==> config.mk <==
export PLATFORM = sky130hd
export DESIGN_NAME = sfrs_sequencer
export DESIGN_NICKNAME = d
export VERILOG_FILES = /design/src/hw/sfrs_sequencer.v /design/src/hw/sfrs_sync.v
export VERILOG_INCLUDE_DIRS = /design/src /design/src/shared
export SDC_FILE = /design/constraint.sdc
export NUM_CORES = 1
export LEC_CHECK = 0
export BUFFER_PORTS_ARGS = -buffer_cell sky130_fd_sc_hd__buf_2
export CAP_MARGIN = 5
export CORE_UTILIZATION = 40
export CTS_CLUSTER_DIAMETER = 30
export CTS_CLUSTER_SIZE = 30
export DETAILED_ROUTE_END_ITERATION = 7
export HOLD_SLACK_MARGIN = 0.06
export PLACE_DENSITY_LB_ADDON = 0.12
export SYNTH_ARGS = -nofsm -noshare
export SYNTH_HDL_FRONTEND = slang
export SYNTH_SLANG_ARGS = --single-unit
==> constraint.sdc <==
create_clock -name clk -period 2.38 [get_ports clk]
set_clock_uncertainty 0.05 [all_clocks]
set_input_delay 0.238 -clock clk [delete_from_list [all_inputs] [get_ports clk]]
set_output_delay 0.238 -clock clk [all_outputs]
set_load 0.02 [all_outputs]
==> src/shared/sfrs_regs.vh <==
// Purpose: timing figures and state codes for the flash reset sequencer
// Assumes: 10 MHz system clock; figures are printed values in their own unit
// Notes:   cycle counts are derived from these in the sequencer itself
`ifndef SFRS_REGS_VH
`define SFRS_REGS_VH

// system clock rate in kHz
`define SFRS_CLK_KHZ            10000
// power-up delay, longest, in us
`define SFRS_POWERUP_DELAY_US   300
// hardware reset recovery, least, in us
`define SFRS_RECOVERY_TIME_US   35
// reset low pulse width, least, in ns
`define SFRS_PULSE_WIDTH_NS     200
// reset hold before chip select low, least, in ns
`define SFRS_HOLD_TIME_NS       50
// reset setup before a new reset, least, in ns
`define SFRS_SETUP_TIME_NS      50

// sequencer state codes
`define SFRS_ST_OFF    3'h0
`define SFRS_ST_POR    3'h1
`define SFRS_ST_HELD   3'h2
`define SFRS_ST_READY  3'h3
`define SFRS_ST_LOW    3'h4
`define SFRS_ST_RECOV  3'h5

`endif

==> src/hw/sfrs_sequencer.v <==
// Purpose: cold and warm reset sequencing for a serial flash device
// Assumes: supply monitor, reset, chip select and serial clock arrive as pins
// Notes:   serial clock is sampled by clk and its rising edges are found here
`include "sfrs_regs.vh"

module sfrs_sequencer #(
   parameter CNT_W = 13
) (
   input  wire clk,
   input  wire rst,
   input  wire supplyOk,
   input  wire porFault,
   input  wire resetN,
   input  wire csN,
   input  wire sck,
   input  wire coreIoOeN,
   output reg  ready_q,
   output reg  selected_q,
   output reg  sckRise_q,
   output reg  opAbort_q,
   output reg  regRestore_q,
   output reg  ioOeN_q,
   output reg  porDone_q
);
   // derived cycle counts: longest rounds down, least rounds up
   localparam integer     PU_INT  = (`SFRS_POWERUP_DELAY_US * `SFRS_CLK_KHZ) / 1000;
   localparam integer     RPH_INT = (`SFRS_RECOVERY_TIME_US * `SFRS_CLK_KHZ + 999) / 1000;
   localparam integer     RP_INT  = (`SFRS_PULSE_WIDTH_NS * `SFRS_CLK_KHZ + 999999) / 1000000;
   localparam integer     RH_INT  = (`SFRS_HOLD_TIME_NS * `SFRS_CLK_KHZ + 999999) / 1000000;
   // counts cut to the counter width on purpose
   localparam [CNT_W-1:0] PU_CYC  = PU_INT[CNT_W-1:0];
   localparam [CNT_W-1:0] RPH_CYC = RPH_INT[CNT_W-1:0];
   localparam [CNT_W-1:0] RP_CYC  = RP_INT[CNT_W-1:0];
   localparam [CNT_W-1:0] RH_CYC  = RH_INT[CNT_W-1:0];

   wire [4:0] pinSync;
   wire       vccS;
   wire       faultS;
   wire       resetNS;
   wire       csNS;
   wire       sckS;

   reg  [2:0]       state_q;
   reg  [2:0]       state_d;
   reg  [CNT_W-1:0] cnt_q;
   reg  [CNT_W-1:0] cnt_d;
   reg              porBad_q;
   reg              porBad_d;
   reg              csHighSeen_q;
   reg              sckPrev_q;
   reg              abort_d;
   reg              restore_d;

   // all pins pass two flops; reset and chip select idle high
   sfrs_sync #(
      .WIDTH (5),
      .INIT  (5'h0C)
   ) u_sync (
      .clk     (clk),
      .rst     (rst),
      .pinIn   ({sck, csN, resetN, porFault, supplyOk}),
      .syncOut (pinSync)
   );
   assign vccS    = pinSync[0];
   assign faultS  = pinSync[1];
   assign resetNS = pinSync[2];
   assign csNS    = pinSync[3];
   assign sckS    = pinSync[4];

   // sequencer next state
   always @* begin
      state_d   = state_q;
      cnt_d     = cnt_q;
      porBad_d  = porBad_q;
      abort_d   = 1'b0;
      restore_d = 1'b0;
      case (state_q)
         `SFRS_ST_OFF: begin
            cnt_d = {CNT_W{1'b0}};
            if (vccS) begin
               state_d   = `SFRS_ST_POR;
               porBad_d  = 1'b0;
               restore_d = 1'b1;
            end
         end
         `SFRS_ST_POR: begin
            // reset pin looked at only when the power-up delay ends
            if (faultS)
               porBad_d = 1'b1;
            if (cnt_q >= PU_CYC - 1'b1) begin
               cnt_d   = {CNT_W{1'b0}};
               state_d = resetNS ? `SFRS_ST_READY : `SFRS_ST_HELD;
            end else begin
               cnt_d = cnt_q + 1'b1;
            end
         end
         `SFRS_ST_HELD: begin
            // stays in reset until pin high for hold time
            if (!resetNS)
               cnt_d = {CNT_W{1'b0}};
            else if (cnt_q >= RH_CYC - 1'b1)
               state_d = `SFRS_ST_READY;
            else
               cnt_d = cnt_q + 1'b1;
         end
         `SFRS_ST_READY: begin
            cnt_d = {CNT_W{1'b0}};
            if (!resetNS) begin
               // first low sample already counts toward the pulse width
               state_d = `SFRS_ST_LOW;
               cnt_d   = {{(CNT_W-1){1'b0}}, 1'b1};
            end
         end
         `SFRS_ST_LOW: begin
            // qualify the pulse width before acting
            if (!resetNS) begin
               cnt_d = cnt_q + 1'b1;
               if (cnt_q >= RP_CYC - 1'b1) begin
                  abort_d   = 1'b1;
                  restore_d = 1'b1;
                  if (porBad_q) begin
                     state_d  = `SFRS_ST_POR;
                     porBad_d = 1'b0;
                     cnt_d    = {CNT_W{1'b0}};
                  end else begin
                     state_d = `SFRS_ST_RECOV;
                  end
               end
            end else begin
               state_d = `SFRS_ST_READY;
            end
         end
         `SFRS_ST_RECOV: begin
            // recovery counts from reset low; also waits for release
            if (cnt_q < RPH_CYC)
               cnt_d = cnt_q + 1'b1;
            else if (resetNS)
               state_d = `SFRS_ST_READY;
         end
         default: begin
            state_d = `SFRS_ST_OFF;
            cnt_d   = {CNT_W{1'b0}};
         end
      endcase
      if (!vccS && state_q != `SFRS_ST_OFF) begin
         state_d = `SFRS_ST_OFF;
         abort_d = 1'b1;
      end
   end

   // state and counter registers
   always @(posedge clk) begin
      if (rst) begin
         state_q  <= `SFRS_ST_OFF;
         cnt_q    <= {CNT_W{1'b0}};
         porBad_q <= 1'b0;
      end else begin
         state_q  <= state_d;
         cnt_q    <= cnt_d;
         porBad_q <= porBad_d;
      end
   end

   // chip select must be seen high before a new selection
   always @(posedge clk) begin
      if (rst)
         csHighSeen_q <= 1'b0;
      else if (state_d != `SFRS_ST_READY)
         csHighSeen_q <= csHighSeen_q & csNS;
      else
         csHighSeen_q <= csHighSeen_q | csNS;
   end

   // registered outputs
   always @(posedge clk) begin
      if (rst) begin
         ready_q      <= 1'b0;
         selected_q   <= 1'b0;
         sckRise_q    <= 1'b0;
         sckPrev_q    <= 1'b0;
         opAbort_q    <= 1'b0;
         regRestore_q <= 1'b0;
         ioOeN_q      <= 1'b1;
         porDone_q    <= 1'b0;
      end else begin
         ready_q      <= (state_d == `SFRS_ST_READY);
         selected_q   <= (state_d == `SFRS_ST_READY) && csHighSeen_q && !csNS;
         sckPrev_q    <= sckS;
         sckRise_q    <= (state_d == `SFRS_ST_READY) && csHighSeen_q && !csNS && sckS && !sckPrev_q;
         opAbort_q    <= abort_d;
         regRestore_q <= restore_d;
         // pins float unless ready and selected
         ioOeN_q      <= !((state_d == `SFRS_ST_READY) && csHighSeen_q && !csNS) | coreIoOeN;
         porDone_q    <= (state_d == `SFRS_ST_READY) || (state_d == `SFRS_ST_LOW)
                         || (state_d == `SFRS_ST_RECOV) || (state_d == `SFRS_ST_HELD);
      end
   end
endmodule

==> src/hw/sfrs_sync.v <==
// Purpose: two-flop synchroniser for a group of asynchronous pins
// Assumes: each bit is an independent level
// Notes:   first stage is read by the second stage only
module sfrs_sync #(
   parameter WIDTH = 4,
   parameter [WIDTH-1:0] INIT = {WIDTH{1'b0}}
) (
   input  wire             clk,
   input  wire             rst,
   input  wire [WIDTH-1:0] pinIn,
   output wire [WIDTH-1:0] syncOut
);
   genvar i;
   generate
      for (i = 0; i < WIDTH; i = i + 1) begin : g_bit
         reg meta_q;
         reg stable_q;
         // two stages per pin
         always @(posedge clk) begin
            if (rst) begin
               meta_q   <= INIT[i];
               stable_q <= INIT[i];
            end else begin
               meta_q   <= pinIn[i];
               stable_q <= meta_q;
            end
         end
         assign syncOut[i] = stable_q;
      end
   endgenerate
endmodule

==> results.sh <==
export IMPL_status="finished, final reports clean"
export IMPL_drive_gt1_frac=0.2146
export IMPL_clk_pin_slew_ns=0.07
export IMPL_cts_sinks=36
export IMPL_syn_nets=208
export IMPL_wl_per_cell_um=15.76
export IMPL_cts_repair_resized=0
export IMPL_viasPerCell=5.770
export IMPL_wl_um=4239
export IMPL_grt_max_degree=24
export IMPL_start_kind="flop"
export IMPL_synthArstFlopShare=0
export IMPL_max_cap_violations=0
export IMPL_ys_seq_area_frac=0.4062
export IMPL_setup_tns_ns=0
export IMPL_grt_overflow=0
export IMPL_fmax_ghz=0.4458
export IMPL_port_buffers=14
export IMPL_pwr_share_seq=0.561
export IMPL_drt_pass1_iterations=4
export IMPL_cts_tree="done"
export IMPL_area_growth_pct=15.09
export IMPL_worstHoldStart="resetN"
export IMPL_synth_top_area_cell="dfxtp_1"
export IMPL_place_inst=261
export IMPL_maxSlewHeadroom=0.6227
export IMPL_yosysMostFrequentCell="dfxtp_1"
export IMPL_nets=228
export IMPL_switching_share=0.2376
export IMPL_insertion_delay_ns=0.29
export IMPL_vias=1552
export IMPL_synth_top_area_frac=0.4062
export IMPL_antenna_cells_inserted=0
export IMPL_cp_required_ns=2.50
export IMPL_combPwrFrac=0.054
export IMPL_worstPathArrival_ns=2.36
export IMPL_ys_warn_count=0
export IMPL_hold_viol=0
export IMPL_synth_common_cells="36 x dfxtp_1, 15 x nor2_1, 12 x nand2_1"
export IMPL_grt_pass1_vias=1404
export IMPL_critPathLaunch="state_q[2]"
export IMPL_cts_max_path_buffers=2
export IMPL_register_area_um2=723.2
export IMPL_total_power_mw=1.105
export IMPL_fin_util=0.4962
export IMPL_dpl_hpwl_um=3171
export IMPL_start_util=0.4311
export IMPL_post_cts_buffers=0
export IMPL_r2r_start="state_q[2]"
export IMPL_clkPwrFrac=0.385
export IMPL_synth_edf_count=0
export IMPL_end_kind="flop"
export IMPL_die_area_um2=4706
export IMPL_remaining_drc_errors=0
export IMPL_ys_flop_type="dfxtp_1"
export IMPL_rows=23
export IMPL_postSynthAreaPerCell_um2=8.961
export IMPL_antenna_found_initial=0
export IMPL_grt_setup_unrepaired="no"
export IMPL_hp_class="in -> reg"
export IMPL_post_route_cell_area_um2=2042
export IMPL_worstSetupPathType="reg -> reg"
export IMPL_core_area_um2=4115
export IMPL_p_int_uw=842.6
export IMPL_holdBufCountCts=0
export IMPL_ant_nets=0
export IMPL_cp_max_fo=14
export IMPL_synth_seq_cells=36
export IMPL_die_height_um=68.60
export IMPL_multi_input_area_um2=989.7
export IMPL_cts_buffers_inserted=5
export IMPL_synth_area_leaders="dfxtp_1 41%, a211oi_1 3.4%, nor2_1 3.2%"
export IMPL_final_cells=269
export IMPL_slew_viol_final=0
export IMPL_p_switching_uw=262.6
export IMPL_ir_worst_vdd_v=0.0002957
export IMPL_gr_usage_all_layers=0.2028
export IMPL_p_leak_nw=0.7278
export IMPL_synthesis_area_um2=1774
export IMPL_layout_min_cycle_time_ns=2.243
export IMPL_grt_pass1_wl_um=6906
export IMPL_fill_cells=394
export IMPL_drt_iter0_markers=82
export IMPL_pin_count=15
export IMPL_synth_cell_type_count=55
export IMPL_die_w_um=68.60
export IMPL_placed_area_um2=1938
export IMPL_tightest_slew_ns=0.5589
export IMPL_final_setup_viol_count=0
export IMPL_root_buffer="clkbuf_8"
export IMPL_synthCells=198
export IMPL_htree_levels=2
export IMPL_gp_congestion=0.9354
export IMPL_powerDensity_nw_per_um2=541.2
export IMPL_min_period_over_period=0.9426
-- path summary, 6_finish.rpt --
kind | to | slack, ns | cells past startpoint
hold / removal | u_sync.g_bit[2].meta_q | 0.08 | 2
setup reg to reg | ioOeN_q | 0.14 | 5
setup / recovery | ioOeN_q | 0.14 | 5
hold reg to reg | sckRise_q | 0.35 | 1
-- stage by stage --
step / hold WS, ns / worst slack [ns]
final: 0.07945 / 0.1366
after global routing: 0.07581 / 0.03318
after CTS: 0.07037 / 0.09924
after detailed placement: 0.3383 / 0.09690
after global placement: 0.3336 / 0.1500
after floorplan: 0.2669 / 0.2863
-- critical path: stages (launching register included) --
cell	delay [ns]
dfxtp_1	0.45
nand2b_1	0.26
a2111o_1	0.43
a21oi_1	0.26
o22ai_1	0.19
or4_1	0.48
-- cell usage in the layout, fill, tap and decap left out, types with 5 or more instances in the layout --
cell type / n
xnor2_1: 5
nor4_1: 5
a211oi_1: 8
o21ai_0: 6
dfxtp_1: 34
inv_1: 9
buf_2: 14
a21oi_1: 9
clkbuf_8: 5
nand2_1: 12
nand2b_1: 6
buf_4: 10
nor2_1: 15
nor2b_1: 8
-- logic make-up (layout without fill, tap and decap cells) --
| logic type | after synthesis | after routing | share of synthesized area |
|---|---|---|---|
| buffers and inverters | 20 | 41 | 0.04372 |
| DFF | 36 | 36 | 0.4062 |
| and+or+nand+nor | 74 | 74 | 0.2355 |
| adders and majority gates | 2 | 2 | 0.01410 |
| xor gates and xnor gates | 6 | 6 | 0.02962 |
| AOI/OAI and AO/OA | 60 | 60 | 0.2708 |
-- state kept, by name (all words and copies together), names as in the netlist --
signal	flops
porBad_q	1
u_sync.g_bit.stable_q	5
cnt_q	13
u_sync.g_bit.meta_q	5
selected_q	1
regRestore_q	1
csHighSeen_q	1
porDone_q	1
ioOeN_q	1
ready_q	1
opAbort_q	1
state_q	3
sckRise_q	1
sckPrev_q	1
-- power by group through the flow --
stage	Combinational, mW	Sequential, mW	Clock [mW]
2_1_floorplan	0.0376	0.632	0
3_3_place_gp	0.0576	0.633	0
3_5_place_dp	0.0581	0.634	0
4_1_cts	0.0584	0.620	0.441
5_1_grt	0.0657	0.621	0.463
6_report	0.0595	0.621	0.425
-- cell type report --
cell class,instances,share of cell area
Sequential cell,36,0.3542
Clock inverter,3,0.009191
Tap cell,50,0.03064
Inverter,9,0.01654
Clock buffer,5,0.03370
Multi-Input combinational cell,142,0.4847
Timing Repair Buffer,24,0.07108
-- per-layer routing --
metal  vias up  global-route usage  share of wire
li1        771                   -              -
met3         7             0.04441          0.033
met2        26              0.2929           0.44
met5         -                   0              0
met1       748              0.2894           0.51
met4         0             0.07813          0.016
(Power assumes the default switching activity.)
